===== src/shared/sfc_pkg.sv =====
// Package of opcodes, field positions and timing constants for the serial flash front end
// Functional notes
// - Sample serial input on serial clock rise
// - Change serial output only on clock fall
// - Chip select low activates; high means standby
// - Write protect low enforces status write lock
// - Pause pin low freezes bit shifting
// - Bytes arrive most significant bit first
// - Output released while receiving input bytes
// - Output driven only for read returns
// - Clock level at select picks mode 0/3
// - Read 03h three address; 0Bh adds dummy
// - Erases D7h/20h, D8h with address; C7h alone
// - Program 02h, address, then page data bytes
// - Decode 06h enable, 04h disable, 05h status
// - Status write 01h plus one data byte
// - B9h sleep, 9Fh id, ABh id or wake
// - Upper six address bits are ignored
// - Non-read commands act at complete select rise
// - Read address increments and wraps at top
// - Status byte repeats bit 7 to 0
// - Status write needs enable, and protect high only while bit 7 is set
// - Busy bit zero reads one while working
package sfc_pkg;
  localparam logic [7:0] OP_READ = 8'h03;
  localparam logic [7:0] OP_FAST_READ = 8'h0B;
  localparam logic [7:0] OP_SSE_A = 8'hD7;
  localparam logic [7:0] OP_SSE_B = 8'h20;
  localparam logic [7:0] OP_SE = 8'hD8;
  localparam logic [7:0] OP_CE = 8'hC7;
  localparam logic [7:0] OP_PP = 8'h02;
  localparam logic [7:0] OP_WREN = 8'h06;
  localparam logic [7:0] OP_WRDI = 8'h04;
  localparam logic [7:0] OP_RDSR = 8'h05;
  localparam logic [7:0] OP_WRSR = 8'h01;
  localparam logic [7:0] OP_ID1 = 8'h9F;
  localparam logic [7:0] OP_ID2 = 8'hAB;
  localparam logic [7:0] OP_PD = 8'hB9;
  localparam int ADDR_W = 18;
  localparam logic [17:0] ADDR_TOP = 18'h3FFFF;
  localparam int ST_BUSY = 0;
  localparam int ST_WEN = 1;
  localparam int ST_BP0 = 2;
  localparam int ST_BP1 = 3;
  localparam int ST_LOCK = 7;
  localparam logic [7:0] ST_RESET = 8'h00;
  localparam logic [7:0] ST_WR_MASK = 8'h8C;
  localparam int FIFO_W = 8;
  localparam int FIFO_D = 8;
  // Busy time of the stub write engine in nanoseconds, rounded up to clock cycles below
  localparam int BUSY_TIME_NS = 1000;
  localparam int CLK_NS = 50;
  localparam int BUSY_CYC = (BUSY_TIME_NS + CLK_NS - 1) / CLK_NS;
  typedef enum logic [2:0] {
    SFC_IDLE = 3'b000,
    SFC_OPC = 3'b001,
    SFC_ARG = 3'b010,
    SFC_DOUT = 3'b011,
    SFC_DIN = 3'b100,
    SFC_SKIP = 3'b101
  } sfc_state_e;
endpackage


===== src/hw/sfc_fifo.sv =====
// Small valid/ready FIFO carrying page data bytes to the program engine
module sfc_fifo import sfc_pkg::*; #(
  parameter int W = FIFO_W,
  parameter int D = FIFO_D
) (
  input wire logic clk,
  input wire logic rstn,
  input wire logic in_valid,
  output logic in_ready,
  input wire logic [W-1:0] in_data,
  output logic out_valid,
  input wire logic out_ready,
  output logic [W-1:0] out_data
);
  localparam int AW = $clog2(D);
  logic [W-1:0] mem [D];
  logic [AW-1:0] wp_r, rp_r;
  logic [AW:0] cnt_r;
  logic push, pop;
  assign in_ready = (cnt_r != D[AW:0]);
  assign out_valid = (cnt_r != '0);
  assign out_data = mem[rp_r];
  assign push = in_valid && in_ready;
  assign pop = out_valid && out_ready;
  // Storage needs no reset; only pointers and the count carry state
  always_ff @(posedge clk) begin
    if (push) begin
      mem[wp_r] <= in_data;
    end
  end
  always_ff @(posedge clk) begin
    if (!rstn) begin
      wp_r <= '0;
      rp_r <= '0;
      cnt_r <= '0;
    end else begin
      if (push) begin
        wp_r <= (wp_r == AW'(D - 1)) ? '0 : wp_r + 1'b1;
      end
      if (pop) begin
        rp_r <= (rp_r == AW'(D - 1)) ? '0 : rp_r + 1'b1;
      end
      cnt_r <= cnt_r + {{AW{1'b0}}, push} - {{AW{1'b0}}, pop};
    end
  end
endmodule


===== src/hw/sfc_front_end.sv =====
// Serial flash command front end: pin sampling, opcode decode and read returns
module sfc_front_end import sfc_pkg::*; #(
  parameter logic [7:0] ID1_BYTE0 = 8'h5A, // Arbitrary identification value
  parameter logic [7:0] ID1_BYTE1 = 8'h11, // Arbitrary identification value
  parameter logic [7:0] ID2_BYTE = 8'h22 // Arbitrary identification value
) (
  input wire logic clk,
  input wire logic rstn,
  input wire logic sck,
  input wire logic cs_n,
  input wire logic si,
  input wire logic wp_n,
  input wire logic pause_n,
  output logic so_o,
  output logic so_oe,
  output logic [17:0] mem_addr,
  output logic mem_rd,
  input wire logic [7:0] mem_rdata,
  output logic [7:0] page_data_byte,
  output logic page_data_valid,
  input wire logic page_data_ready,
  output logic [17:0] op_addr,
  output logic erase_small,
  output logic erase_sector,
  output logic erase_chip,
  output logic program_start,
  output logic status_written,
  output logic [7:0] status_out,
  output logic powered_down,
  output logic cmd_dropped
);
  // Pins are sampled on the system clock, so the serial clock must stay well below it:
  // each half period needs at least four system cycles to survive the synchronisers.
  // Every pin pays the same two-cycle lag, so their relative order is kept intact.
  // Status bits other than busy and write enable change only through a status write;
  // the array itself, and what the protect bits guard, sit outside this block.

  // Two-stage synchronisers; stage one feeds stage two only
  logic sck_s1_r, sck_s2_r;
  logic cs_s1_r, cs_s2_r;
  logic si_s1_r, si_s2_r, wp_s1_r, wp_s2_r, ps_s1_r, ps_s2_r;
  logic sck_d_r, cs_d_r;
  always_ff @(posedge clk) begin
    if (!rstn) begin
      sck_s1_r <= 1'b0;
      sck_s2_r <= 1'b0;
      cs_s1_r <= 1'b1;
      cs_s2_r <= 1'b1;
      si_s1_r <= 1'b0;
      si_s2_r <= 1'b0;
      wp_s1_r <= 1'b1;
      wp_s2_r <= 1'b1;
      ps_s1_r <= 1'b1;
      ps_s2_r <= 1'b1;
      sck_d_r <= 1'b0;
      cs_d_r <= 1'b1;
    end else begin
      sck_s1_r <= sck;
      sck_s2_r <= sck_s1_r;
      cs_s1_r <= cs_n;
      cs_s2_r <= cs_s1_r;
      si_s1_r <= si;
      si_s2_r <= si_s1_r;
      wp_s1_r <= wp_n;
      wp_s2_r <= wp_s1_r;
      ps_s1_r <= pause_n;
      ps_s2_r <= ps_s1_r;
      sck_d_r <= sck_s2_r;
      cs_d_r <= cs_s2_r;
    end
  end

  logic sck_q, cs_q, active, sck_rise, sck_fall, cs_fall, cs_rise;
  assign sck_q = sck_s2_r;
  assign cs_q = cs_s2_r;
  // Pause freezes all shifting progress; chip select high means standby
  assign active = !cs_q && ps_s2_r;
  assign sck_rise = active && sck_q && !sck_d_r;
  assign sck_fall = active && !sck_q && sck_d_r;
  assign cs_fall = !cs_q && cs_d_r;
  assign cs_rise = cs_q && !cs_d_r;

  // Clock mode latch; in mode 3 the first fall after select is not a shift edge.
  // That one skipped fall is all that tells the modes apart, so no mode bit is kept.
  logic skip_fall_r;
  always_ff @(posedge clk) begin
    if (!rstn) begin
      skip_fall_r <= 1'b0;
    end else if (cs_fall) begin
      skip_fall_r <= sck_q;
    end else if (sck_rise) begin
      skip_fall_r <= 1'b0;
    end
  end

  sfc_state_e state_r;
  logic [2:0] bit_r;
  logic [2:0] cyc_r;
  logic [7:0] sh_r, opc_r, out_r;
  logic [23:0] addr_r;
  logic byte_done, done_r, out_load;
  logic [7:0] byte_in;
  logic [7:0] status_r;
  logic [1:0] id_idx_r;
  logic [BUSY_CYC:0] busy_cnt_r;
  assign byte_in = {sh_r[6:0], si_s2_r};
  assign byte_done = sck_rise && (bit_r == 3'h7);

  // Commands that return data once their header has been taken
  function automatic logic is_read(input logic [7:0] op);
    is_read = (op == OP_READ) || (op == OP_FAST_READ) || (op == OP_RDSR) ||
              (op == OP_ID1) || (op == OP_ID2);
  endfunction
  // Header length in bytes, opcode included
  function automatic logic [2:0] hdr_len(input logic [7:0] op);
    case (op)
      OP_READ, OP_SSE_A, OP_SSE_B, OP_SE, OP_PP, OP_ID2: hdr_len = 3'h4;
      OP_FAST_READ: hdr_len = 3'h5;
      OP_WRSR: hdr_len = 3'h2;
      default: hdr_len = 3'h1;
    endcase
  endfunction

  // Bit and byte counters, cleared by select rise so each frame starts fresh.
  // The byte count saturates at seven; no header is longer than five bytes.
  always_ff @(posedge clk) begin
    if (!rstn || cs_q) begin
      bit_r <= 3'h0;
      cyc_r <= 3'h0;
      sh_r <= 8'h00;
    end else if (sck_rise) begin
      bit_r <= bit_r + 3'h1;
      sh_r <= byte_in;
      if (bit_r == 3'h7 && cyc_r != 3'h7) begin
        cyc_r <= cyc_r + 3'h1;
      end
    end
  end

  // Frame sequencer: opcode, header bytes, then output, page data or skip.
  // Bytes past a fixed-length header void the command rather than being ignored.
  always_ff @(posedge clk) begin
    if (!rstn) begin
      state_r <= SFC_IDLE;
      opc_r <= 8'h00;
      addr_r <= 24'h0;
      done_r <= 1'b0;
    end else if (cs_q) begin
      state_r <= SFC_IDLE;
    end else if (cs_fall) begin
      state_r <= SFC_OPC;
      done_r <= 1'b0;
    end else if (byte_done) begin
      case (state_r)
        SFC_OPC: begin
          opc_r <= byte_in;
          // Power down refuses every opcode but the wake byte, so none of them completes
          done_r <= (hdr_len(byte_in) == 3'h1) && !(powered_down && byte_in != OP_ID2);
          if (powered_down && byte_in != OP_ID2) begin
            state_r <= SFC_SKIP;
          end else if (hdr_len(byte_in) != 3'h1) begin
            state_r <= SFC_ARG;
          end else begin
            state_r <= is_read(byte_in) ? SFC_DOUT : SFC_SKIP;
          end
        end
        SFC_ARG: begin
          if (cyc_r < 3'h4) begin
            addr_r <= {addr_r[15:0], byte_in};
          end
          if (opc_r == OP_WRSR) begin
            addr_r[7:0] <= byte_in;
          end
          if (cyc_r + 3'h1 == hdr_len(opc_r)) begin
            done_r <= 1'b1;
            if (is_read(opc_r)) begin
              state_r <= SFC_DOUT;
            end else if (opc_r == OP_PP) begin
              state_r <= SFC_DIN;
            end else begin
              state_r <= SFC_SKIP;
            end
          end
        end
        SFC_DIN: state_r <= SFC_DIN;
        SFC_SKIP: done_r <= 1'b0; // Extra bytes void a single-byte or fixed command
        SFC_DOUT: state_r <= SFC_DOUT;
        default: state_r <= SFC_IDLE;
      endcase
    end
  end

  // Page data bytes go through the FIFO; back-pressure is reported as a dropped command
  logic pd_valid, pd_ready;
  assign pd_valid = byte_done && state_r == SFC_DIN;
  logic fifo_valid, fifo_ready;
  logic [7:0] fifo_data;
  sfc_fifo #(.W(FIFO_W), .D(FIFO_D)) i_sfc_fifo (
    .clk(clk),
    .rstn(rstn),
    .in_valid(pd_valid),
    .in_ready(pd_ready),
    .in_data(byte_in),
    .out_valid(fifo_valid),
    .out_ready(fifo_ready),
    .out_data(fifo_data)
  );

  // Registered output stage, so the page data ports come straight from flip-flops.
  // It adds one word of buffering behind the FIFO and still moves a word per cycle.
  assign fifo_ready = !page_data_valid || page_data_ready;
  always_ff @(posedge clk) begin
    if (!rstn) begin
      page_data_valid <= 1'b0;
      page_data_byte <= 8'h00;
    end else if (fifo_ready) begin
      page_data_valid <= fifo_valid;
      if (fifo_valid) begin
        page_data_byte <= fifo_data;
      end
    end
  end

  // Output shifter: load on first fall of each output byte, shift on others.
  // Array bytes come from mem_rdata, which must settle within one cycle of mem_addr;
  // status and identification bytes come from local state.
  assign out_load = sck_fall && !skip_fall_r && state_r == SFC_DOUT && bit_r == 3'h0;
  always_ff @(posedge clk) begin
    if (!rstn) begin
      out_r <= 8'h00;
      so_o <= 1'b0;
      so_oe <= 1'b0;
      id_idx_r <= 2'h0;
      mem_addr <= 18'h0;
      mem_rd <= 1'b0;
    end else begin
      mem_rd <= 1'b0;
      if (cs_q || state_r != SFC_DOUT) begin
        so_oe <= 1'b0;
        id_idx_r <= 2'h0;
        mem_addr <= addr_r[ADDR_W-1:0];
      end else if (out_load) begin
        so_oe <= 1'b1;
        case (opc_r)
          OP_RDSR: begin
            so_o <= status_r[7];
            out_r <= {status_r[6:0], status_r[7]};
          end
          OP_ID1: begin
            so_o <= id_idx_r[0] ? ID1_BYTE1[7] : ID1_BYTE0[7];
            out_r <= id_idx_r[0] ? {ID1_BYTE1[6:0], 1'b0} : {ID1_BYTE0[6:0], 1'b0};
            id_idx_r <= id_idx_r + 2'h1;
          end
          OP_ID2: begin
            so_o <= ID2_BYTE[7];
            out_r <= {ID2_BYTE[6:0], 1'b0};
          end
          default: begin
            so_o <= mem_rdata[7];
            out_r <= {mem_rdata[6:0], 1'b0};
            mem_addr <= (mem_addr == ADDR_TOP) ? 18'h0 : mem_addr + 18'h1;
            mem_rd <= 1'b1;
          end
        endcase
      end else if (sck_fall && !skip_fall_r) begin
        so_o <= out_r[7];
        out_r <= {out_r[6:0], 1'b0};
      end else if (!so_oe) begin
        // The last address byte lands as the frame turns to output, so reload here
        mem_addr <= addr_r[ADDR_W-1:0];
      end
    end
  end

  // Commit actions only at select rise after a complete header.
  // A refused command still loads op_addr here, unless refused as busy; the host learns of it from the status byte.
  // The lock only bites while the protect pin is low; with the pin high, enable will do.
  logic commit;
  logic wrsr_ok;
  assign commit = cs_rise && done_r && !is_read(opc_r);
  assign wrsr_ok = status_r[ST_WEN] && !(status_r[ST_LOCK] && !wp_s2_r);
  always_ff @(posedge clk) begin
    if (!rstn) begin
      status_r <= ST_RESET;
      busy_cnt_r <= '0;
      erase_small <= 1'b0;
      erase_sector <= 1'b0;
      erase_chip <= 1'b0;
      program_start <= 1'b0;
      status_written <= 1'b0;
      powered_down <= 1'b0;
      cmd_dropped <= 1'b0;
      op_addr <= 18'h0;
      status_out <= ST_RESET;
    end else begin
      erase_small <= 1'b0;
      erase_sector <= 1'b0;
      erase_chip <= 1'b0;
      program_start <= 1'b0;
      status_written <= 1'b0;
      cmd_dropped <= (cs_rise && !done_r && state_r != SFC_DOUT) || (pd_valid && !pd_ready);
      status_out <= status_r;
      // Stub write engine: busy holds for a fixed time so the status poll sees it
      if (busy_cnt_r != '0) begin
        busy_cnt_r <= busy_cnt_r - 1'b1;
      end
      status_r[ST_BUSY] <= (busy_cnt_r > 1);
      if (commit && (status_r[ST_BUSY] == 1'b0 || opc_r == OP_WRDI)) begin
        op_addr <= addr_r[ADDR_W-1:0];
        case (opc_r)
          OP_WREN: status_r[ST_WEN] <= 1'b1;
          OP_WRDI: status_r[ST_WEN] <= 1'b0;
          OP_SSE_A, OP_SSE_B, OP_SE, OP_CE, OP_PP: begin
            if (status_r[ST_WEN]) begin
              erase_small <= (opc_r == OP_SSE_A) || (opc_r == OP_SSE_B);
              erase_sector <= (opc_r == OP_SE);
              erase_chip <= (opc_r == OP_CE);
              program_start <= (opc_r == OP_PP);
              status_r[ST_WEN] <= 1'b0;
              status_r[ST_BUSY] <= 1'b1;
              busy_cnt_r <= (BUSY_CYC + 1)'(BUSY_CYC);
            end
          end
          OP_WRSR: begin
            if (wrsr_ok) begin
              status_r <= (status_r & ~ST_WR_MASK) | (addr_r[7:0] & ST_WR_MASK);
              status_r[ST_WEN] <= 1'b0;
              status_r[ST_BUSY] <= 1'b1;
              status_written <= 1'b1;
              busy_cnt_r <= (BUSY_CYC + 1)'(BUSY_CYC);
            end
          end
          OP_PD: powered_down <= 1'b1;
          OP_ID2: powered_down <= 1'b0;
          default: status_r <= status_r;
        endcase
      end else if (cs_rise && opc_r == OP_ID2 && state_r == SFC_ARG && cyc_r == 3'h1) begin
        powered_down <= 1'b0; // Lone wake byte ends power down
      end
    end
  end
endmodule


===== config.mk =====
export PLATFORM = sky130hd
export DESIGN_NAME = sfc_front_end
export DESIGN_NICKNAME = d
export VERILOG_FILES = /design/src/shared/sfc_pkg.sv /design/src/hw/sfc_fifo.sv /design/src/hw/sfc_front_end.sv
export SDC_FILE = /design/constraint.sdc
export NUM_CORES = 1
export LEC_CHECK = 0
export BUFFER_PORTS_ARGS = -buffer_cell sky130_fd_sc_hd__buf_2
export CORE_MARGIN = 5
export CORE_UTILIZATION = 40
export DETAILED_ROUTE_END_ITERATION = 8
export RECOVER_POWER = 50
export SETUP_SLACK_MARGIN = 0.2
export SLEW_MARGIN = 20
export SYNTH_ARGS = -nofsm -noshare
export SYNTH_HDL_FRONTEND = slang
export SYNTH_SLANG_ARGS = --single-unit

===== constraint.sdc =====
create_clock -name clk -period 3.76 [get_ports clk]
set_input_delay 0.188 -clock clk [delete_from_list [all_inputs] [get_ports clk]]
set_output_delay 0.188 -clock clk [all_outputs]
set_load 0.005 [all_outputs]

# Word level (Yosys, flattened, before mapping)
# Memories as Yosys holds them, arrays and structs flattened. A register that Yosys moved wholly into a read port is not among the register bits.
# Index checks and enable logic that the tools add are counted.
# W data, S select, Z words.
# word_totals
regBits,160
output_inout_bits,63
mem_count,1
mem_bits_rw,64
wordCells,274
# op_classes
order_cmp,2
n_bitwise,8
muxes,67
n_reduce_logical,92
eq_ne,50
n_addsub,9
# memory_table
memory,depth,width,rd,rd_ports_with_merged_regs,write_ports,line,source
i_sfc_fifo.mem,8,8,1,1,1,sfc_fifo.sv:16,logic [W-1:0] mem [D];
# op_table
cell,n
$mux W18,6
$mux W21,4
$eq A8 B8 Y1 const B,10
$mux W3,23
$pmux W21 S2,1
$mux W8,5
$eq A8 B2 Y1 const B,4
$eq A8 B3 Y1 const B,4
$logic_and A1 B1 Y1,28
$pmux W8 S3,1
$gt A21 B1 Y1 const B,1
$reduce_bool A21 Y1,1
$sub A21 B1 Y21 const B,1
$add A18 B1 Y18 const B,1
$eq A18 B18 Y1 const B,1
$mux W1,18
$pmux W3 S3,2
$reduce_and A3 Y1,6
$eq A8 B1 Y1 const B,2
$eq A8 B4 Y1 const B,2
$eq A8 B6 Y1 const B,2
$eq A3 B3 Y1 const B,5
$pmux W3 S5,1
$logic_not A1 Y1,14
33 further kinds,85

# Longest topological paths before layout
# Gate-level depths: netlist (run 1).
# depth
ltp_word,15
ltp_mapped,12

# Cells and area by module
# A second synthesis (run 1) with hierarchy kept.
# hier_totals
hier_cells,1020
area_unflattened_um2,10077.2
# by_module_without_submodules
mod,area_each_um2,instances,cells_each,seq_area_each_um2
sfc_front_end,6906.6,1,850,3022.9
sfc_fifo,3170.5,1,170,2182.1

# Least setup slack after synthesis (run 1)
# Ideal clock, no wire load.
# synth_path
kind,register to register
from,register cs_s2_r (netlist: cs_q)
to,"memory i_sfc_fifo.mem[0][0] in the netlist's numbering, enable pin"
arrival_time_ns,2.228
required_ns,3.377
synth_period_minus_slack_ns,2.611
path_slack_ns,1.149
stages_incl_launch_ff,9
cell_sequence,dfxtp_1 -> nor4bb_1 -> and2_1 -> clkbuf_1 -> nand4b_1 -> nand2b_1 -> inv_1 -> nand2b_1 -> nor3_1
# synth_between
elab_chain_cells,9
# synth_rtl
item,line,source
start: declaration,sfc_front_end.sv:40,"logic cs_s1_r, cs_s2_r;"
start signal: assignment,sfc_front_end.sv:61,cs_s2_r <= cs_s1_r;
$logic_not A1 Y1,sfc_front_end.sv:77,assign active = !cs_q && ps_s2_r;
$logic_and A1 B1 Y1,sfc_front_end.sv:77,
$logic_and A1 B1 Y1 (2 in series),sfc_front_end.sv:78,assign sck_rise = active && sck_q && !sck_d_r;
$logic_and A1 B1 Y1,sfc_front_end.sv:107,assign byte_done = sck_rise && (bit_r == 3'h7);
$logic_and A1 B1 Y1,sfc_front_end.sv:195,assign pd_valid = byte_done && state_r == SFC_DIN;
$logic_and A1 B1 Y1,sfc_fifo.sv:23,assign push = in_valid && in_ready;
net i_sfc_fifo.push,sfc_fifo.sv:19,"logic push, pop;"
$mux W1,sfc_fifo.sv:27,if (push) begin
$mux W1 (implied by the code),sfc_fifo.sv:28,mem[wp_r] <= in_data;
end: declaration,sfc_fifo.sv:16,
# The timed path passes the listed nets, and every way through them passes these cells.

# Worst setup path after layout (run 1)
# layout_path
from,register cs_s2_r (netlist: cs_q)
to,"memory i_sfc_fifo.mem[5][1] in the netlist's numbering, enable pin"
# The elaborated chain is that of the path after synthesis.

==> impl_metrics.csv, run 1 <==
group,metric,value,unit
run_status,status,"completed",
clock_network,numCtsBuffers,25,
yosys,synthCells,1018,
worst_setup_path,cp-start-kind,"flip-flop",
clock_network,cts_tree,"yes",
pwr,power_density,551,mW/mm²
worst_setup_path,critPathMaxFanout,12,
cells_and_area,fin_nets,1125,
worst_setup_path,rr_worst_depth,8,
cells_and_area,seq_area,0.00514,mm²
timing,finalSetupTns,0,ns
yosys,ys_ff_latch,225,
floorplan,die_w,168,µm
timing,slew_headroom,2.45,%
worst_setup_path,cp.arrival,3.25,ns
cells_and_area,n_fill_cell,2338,
floorplan,row_count,57,
min_path,hold_end,"out_r[4]",
floorplan,die_h,168,µm
cells_and_area,layout_common_cells,"161 x dfxtp_1, 134 x nand2_1, 113 x nor2_1",
drt,routedWlPerCell,17.1,µm
timing,hold_violations,0,
flow_run,max_cap_viol_count,0,
place,placed_area,0.0106,mm²
timing,fin_crit_sh,82.6,%
grt,grt_max_degree,51,
yosys,ys_warn_count,0,
cells_and_area,layout_commonest_cell,"dfxtp_1",
grt,overflow,0,
timing,worst_slew_pin_slew,1.46,ns
cells_and_area,multi_input_area,0.00442,mm²
clock_network,cts-resized-gates,0,
cells_and_area,fin_util,46.6,%
worst_setup_path,crit_required,3.90,ns
clock_network,clock_latency,0.52,ns
yosys,synth.distinct_cells,81,
place,placedCellCount,1374,
clock_network,clk_pin_slew_worst_paths,0.06,ns
clock_network,cts_buffer_depth,3,
drt,antenna_left,0,
pwr,power_leakage,3.99,nW
worst_setup_path,end_kind,"flip-flop",
place,dp_slack,0.930,ns
drt,vias,7702,
timing,setup-violations-final,0,
yosys,synth_area,0.00994,mm²
yosys,ys_async_sr_fraction,0,%
cells_and_area,synthToLayoutAreaGrowth,14.4,%
drt,drc,0,
drt,first_pass_iters,5,
pwr,vdd_drop_max,0.000375,V
cells_and_area,antennaDiodeCount,0,
pwr,total_power,6.27,mW
grt,track_usage,16.9,%
floorplan,initial_core_util,40.8,%
floorplan,io_pins,79,
grt,antenna_found_initial,0,
clock_network,htree_levels,1,
timing,worst_slack,0.654,ns
yosys,yosysSeqAreaShare,51.7,%
place,port-buffer-count,75,
clock_network,root_buffer,"clkbuf_16",
min_path,min_path_type,"input pin to flip-flop",
yosys,synth_edf_count,64,
yosys,avgSynthCellArea,9.77,µm²
min_path,whs_path_depth,4,
drt,drt-vias-per-instance,5.39,
min_path,min_from,"mem_rdata[3]",
worst_setup_path,r2r-end,"i_sfc_fifo.mem[5][1]",
timing,fmax,322,MHz
cells_and_area,layout-drive-gt1-share,9.86,%
floorplan,core,0.0244,mm²
timing,slew_violations,0,
timing,holdWs,0.103,ns
timing,fin_skew,0.0107,ns
worst_setup_path,path_class,"flip-flop to flip-flop",
cells_and_area,layout.cells.non_filler,1430,
worst_setup_path,rrSetupSlack,0.65,ns
clock_network,clock_sink_count,225,
worst_setup_path,r2r_start,"cs_q",
cells_and_area,finalInstanceArea,0.0114,mm²
drt,drt-initial-drc-count,627,
place,dp_hpwl,16600,µm
grt,grt_pass1_vias,7216,
floorplan,dieArea,0.0281,mm²
grt,grt_pass1_wl,39600,µm
yosys,synthFlopType,"dfxtp_1",
timing,period_minus_slack,3.11,ns
place,gp_congestion,0.839,
timing,grt_setup_unrepaired,"no",
drt,wl,24400,µm
Yosys cell counts, types with 3 or more instances:
master | count | share of area (%)
o21ai_1 | 3 | 0.15
or3_1 | 6 | 0.38
o221ai_1 | 3 | 0.26
inv_1 | 23 | 0.87
dfxtp_1 | 161 | 32
nor2_1 | 113 | 4.3
buf_6 | 4 | 0.45
or2_2 | 3 | 0.19
o31ai_1 | 6 | 0.45
nand3b_1 | 8 | 0.60
nand2b_1 | 21 | 1.3
or4_1 | 3 | 0.23
nand4_1 | 7 | 0.44
o21ai_0 | 24 | 1.2
o32ai_1 | 8 | 0.70
nor3_1 | 37 | 1.9
a21oi_1 | 80 | 4.0
a32oi_1 | 3 | 0.26
nand2_1 | 134 | 5.1
nor2b_1 | 12 | 0.75
nor4_1 | 9 | 0.57
buf_2 | 4 | 0.20
buf_4 | 5 | 0.38
xor2_1 | 11 | 0.97
nor4bb_1 | 4 | 0.40
nand3_1 | 31 | 1.6
xnor2_1 | 13 | 1.1
o211ai_1 | 6 | 0.45
edfxtp_1 | 64 | 19
mux2i_1 | 30 | 3.0
clkbuf_1 | 49 | 1.8
mux4_2 | 16 | 3.6
nand4b_1 | 3 | 0.26
and2_1 | 13 | 0.82
a31oi_1 | 7 | 0.44
a211oi_1 | 14 | 1.1
and3_1 | 8 | 0.50
ha_1 | 20 | 2.5
cell type report:
class	instances	area share, %
clock buffers	33	5.94
repair buffers	105	4.82
multi-input cells	708	38.9
flip-flops and latches	225	45.2
well taps	324	3.57
clock inverters	12	0.759
inverters	23	0.759
worst max-delay path by stage:
stage                            from              endpoint  slack [ns]  depth (start not counted)
after global placement           cs_q  i_sfc_fifo.mem[7][6]        0.94                          8
final                            cs_q  i_sfc_fifo.mem[5][1]        0.65                          8
after floorplan                  cs_q  i_sfc_fifo.mem[0][0]        1.15                          8
after global routing             cs_q  i_sfc_fifo.mem[2][2]        0.39                          8
after CTS                 mem_addr[0]          mem_addr[14]        0.93                          9
after detailed placement  mem_addr[0]          mem_addr[14]        0.93                          9
report_power, final:
| group | internal, mW | switching (mW) | leakage [nW] |
|---|---|---|---|
| clock network | 1.33 | 0.953 | 0.374 |
| logic | 0.562 | 0.613 | 1.71 |
| registers | 2.65 | 0.162 | 1.91 |
state kept, by name, summed over array words and instances, names as in the netlist, 4 cells and up:
signal	count
status_out	5
mem_addr	18
i_sfc_fifo.mem	64
sh_r	7
busy_cnt_r	21
op_addr	18
status_r	5
i_sfc_fifo.cnt_r	4
page_data_byte	8
addr_r	18
opc_r	8
out_r	8
kinds of logic (layout without fill, tap and decap cells):
logic type               after synthesis  after routing  share of synthesized area [%]
buffers and inverters                 87            173                           3.84
AND/OR/NAND/NOR                      429            429                           20.9
flip-flops                           225            225                           51.7
other                                  1              3                         0.0377
XOR/XNOR                              24             24                           2.11
adder cells (fa/ha/maj)               21             21                           2.72
AO/OA/AOI/OAI                        184            184                           11.9
multiplexers                          47             47                           6.76
worst max-delay path, stage by stage, from the launching register on:
cell,delay (ns)
dfxtp_1,0.34
nor4bb_1,0.31
clkbuf_1,0.44
and2_1,0.37
nand4b_1,0.15
nand2b_1,0.25
inv_1,0.15
nand2_1,0.12
nor2_1,0.60
layer usage:
| layer | vias up | global-route usage [%] | routed length [µm] |
|---|---|---|---|
| li1 | 3792 | - | - |
| met1 | 3673 | 25.7 | 12100 |
| met2 | 212 | 26.0 | 10800 |
| met3 | 25 | 2.38 | 1180 |
| met4 | 0 | 3.25 | 366 |
| met5 | - | 0 | 0 |
repair_timing:
item,in CTS,in global routing
hold endpoints to repair,11,0
hold buffers,11,0
setup buffers,0,0
setup endpoints to repair,0,0
(Power assumes the default switching activity.)
==> run 2: changes to the inputs <==
==> constraint.sdc (replaced) <==
create_clock -name clk -period 2.57 [get_ports clk]
set_input_delay 0.1285 -clock clk [delete_from_list [all_inputs] [get_ports clk]]
set_output_delay 0.1285 -clock clk [all_outputs]
set_load 0.005 [all_outputs]
==> impl_metrics.csv, run 2 (synthesis results as in run 1) <==
group,metric,value,unit
timing,worst_slew_pin_slew,1.07,ns
drt,drc,0,
grt,overflow,0,
drt,vias,8004,
floorplan,io_pins,79,
clock_network,root_buffer,"clkbuf_16",
floorplan,dieArea,0.0281,mm²
clock_network,cts_tree,"yes",
cells_and_area,fin_nets,1187,
place,dp_hpwl,17200,µm
pwr,switching_share,26.9,%
pwr,p_switching,2.64,mW
pwr,power_leakage,4.44,nW
drt,routedWlPerCell,16.9,µm
cells_and_area,layout-drive-gt1-share,18.3,%
timing,setup-violations-final,0,
floorplan,die_w,168,µm
pwr,p_comb_share,19.0,%
floorplan,die_h,168,µm
timing,worst_slack,0.165,ns
pwr,power_density,801,mW/mm²
timing,fmax,416,MHz
drt,wl,25200,µm
cells_and_area,antennaDiodeCount,0,
cells_and_area,reg_top3,"i_sfc_fifo.mem: 64 flops, busy_cnt_r: 21 flops",
cells_and_area,largest_register_ffs,64,
timing,period_minus_slack,2.40,ns
pwr,p_int,7.16,mW
floorplan,core,0.0244,mm²
drt,first_pass_iters,5,
run_status,status,"completed",
pwr,vdd_drop_max,0.000670,V
drt,drt-initial-drc-count,632,
cells_and_area,layout_commonest_cell,"dfxtp_1",
pwr,power.share.clock,39.5,%
place,dp_slack,0.129,ns
timing,fin_crit_sh,93.6,%
worst_setup_path,cp-start-kind,"flip-flop",
worst_setup_path,cp_cell_sequence,"or4_4 > or4b_4 > nand3_2 > nor4bb_1 > or3_4 > o22a_1 > and3_1",
cells_and_area,synthToLayoutAreaGrowth,23.1,%
drt,drt-vias-per-instance,5.36,
timing,fin_skew,0.00971,ns
worst_setup_path,crit_required,2.99,ns
timing,slew_headroom,28.9,%
worst_setup_path,critPathMaxFanout,6,
worst_setup_path,end_kind,"flip-flop",
grt,grt_max_degree,49,
place,port-buffer-count,75,
flow_run,max_cap_viol_count,0,
worst_setup_path,cp.arrival,2.82,ns
cells_and_area,regMostFlops,"i_sfc_fifo.mem",
clock_network,clk_pin_slew_worst_paths,0.06,ns
grt,grt_pass1_wl,40500,µm
place,gp_congestion,0.862,
worst_setup_path,critPathBufInv,0,
floorplan,row_count,57,
clock_network,clock_sink_count,225,
pwr,power_frac_seq,41.5,%
timing,hold_violations,0,
clock_network,clock_latency,0.53,ns
worst_setup_path,slowest_stage,"or4_4",
timing,slew_violations,0,
worst_setup_path,path_class,"flip-flop to flip-flop",
clock_network,htree_levels,1,
floorplan,initial_core_util,40.8,%
grt,track_usage,17.2,%
clock_network,numCtsBuffers,25,
timing,grt_setup_unrepaired,"yes",
grt,antenna_found_initial,0,
worst_setup_path,cpPeakStageDelay,0.57,ns
worst_setup_path,cpLargestDelayFamily,"simple AND/OR/NAND/NOR gates",
min_path,min_path_type,"input pin to flip-flop",
clock_network,cts_buffer_depth,3,
drt,antenna_left,0,
cells_and_area,layout_common_cells,"154 x dfxtp_1, 133 x nand2_1, 108 x nor2_1",
grt,grt_pass1_vias,7580,
timing,finalSetupTns,0,ns
[run 2: timing repair]
item | in CTS | in global routing
buffers inserted | 2 | 13
gates cloned | 0 | 3
hold buffers | 15 | 0
gates resized for setup | 5 | 52
endpoints found under the hold margin | 13 | 0
setup endpoints to repair | 26 | 51
pin swaps | 7 | 14
[run 2: cell type report]
type	instances	area (µm²)
Clock buffer	32	683
Clock inverter	14	218
Fill cell	2289	12200
Inverter	23	86.3
Multi-Input combinational cell	708	4600
Sequential cell	225	5160
Tap cell	324	405
Timing Repair Buffer	167	1080
[run 2: final timing paths]
check | startpoint | to | slack (ns) | cells past startpoint
max | opc_r[5] | state_r[2] | 0.17 | 7
max reg2reg | opc_r[5] | state_r[2] | 0.17 | 7
min reg2reg | ps_s1_r | ps_s2_r | 0.40 | 1
min | mem_rdata[3] | out_r[4] | 0.02 | 4
[run 2: worst reg2reg max path: stages (launching register included)]
cell and delay, ns:
dfxtp_4 0.36, or4_4 0.57, or4b_4 0.54, nand3_2 0.09, nor4bb_1 0.05, or3_4 0.39, o22a_1 0.16, and3_1 0.13
[run 2: power by group through the flow]
| stage | combinational [mW] | clock, mW | sequential [mW] |
|---|---|---|---|
| 4_1_cts | 1.88 | 3.94 | 4.07 |
| 5_1_grt | 2.11 | 4.10 | 4.11 |
| 3_5_place_dp | 1.85 | 0 | 4.14 |
| 3_3_place_gp | 1.81 | 0 | 4.14 |
| 2_1_floorplan | 1.42 | 0 | 4.11 |
| 6_report | 1.86 | 3.87 | 4.07 |
[run 2: per-layer routing]
| metal | vias up | share of wire, % | global-route usage, % |
|---|---|---|---|
| met5 | - | 0 | 0 |
| met4 | 0 | 2.1 | 3.85 |
| met3 | 41 | 5.1 | 2.38 |
| met2 | 217 | 45 | 26.9 |
| met1 | 3847 | 48 | 25.3 |
| li1 | 3899 | - | - |
[run 2: metrics by stage]
stage               cell area, µm²  instances  util (%)  power [mW]  hold slack, ns
floorplan                     9970       1020         -        5.53           0.230
finish                       12200       1493      50.2        9.80          0.0182
global placement             10900       1414      44.8        5.94           0.309
detailed placement           10900       1414      44.8        5.99           0.312
global route                 12200       1493      50.2        10.3          0.0532
CTS                          12000       1477      49.2        9.89         0.00938
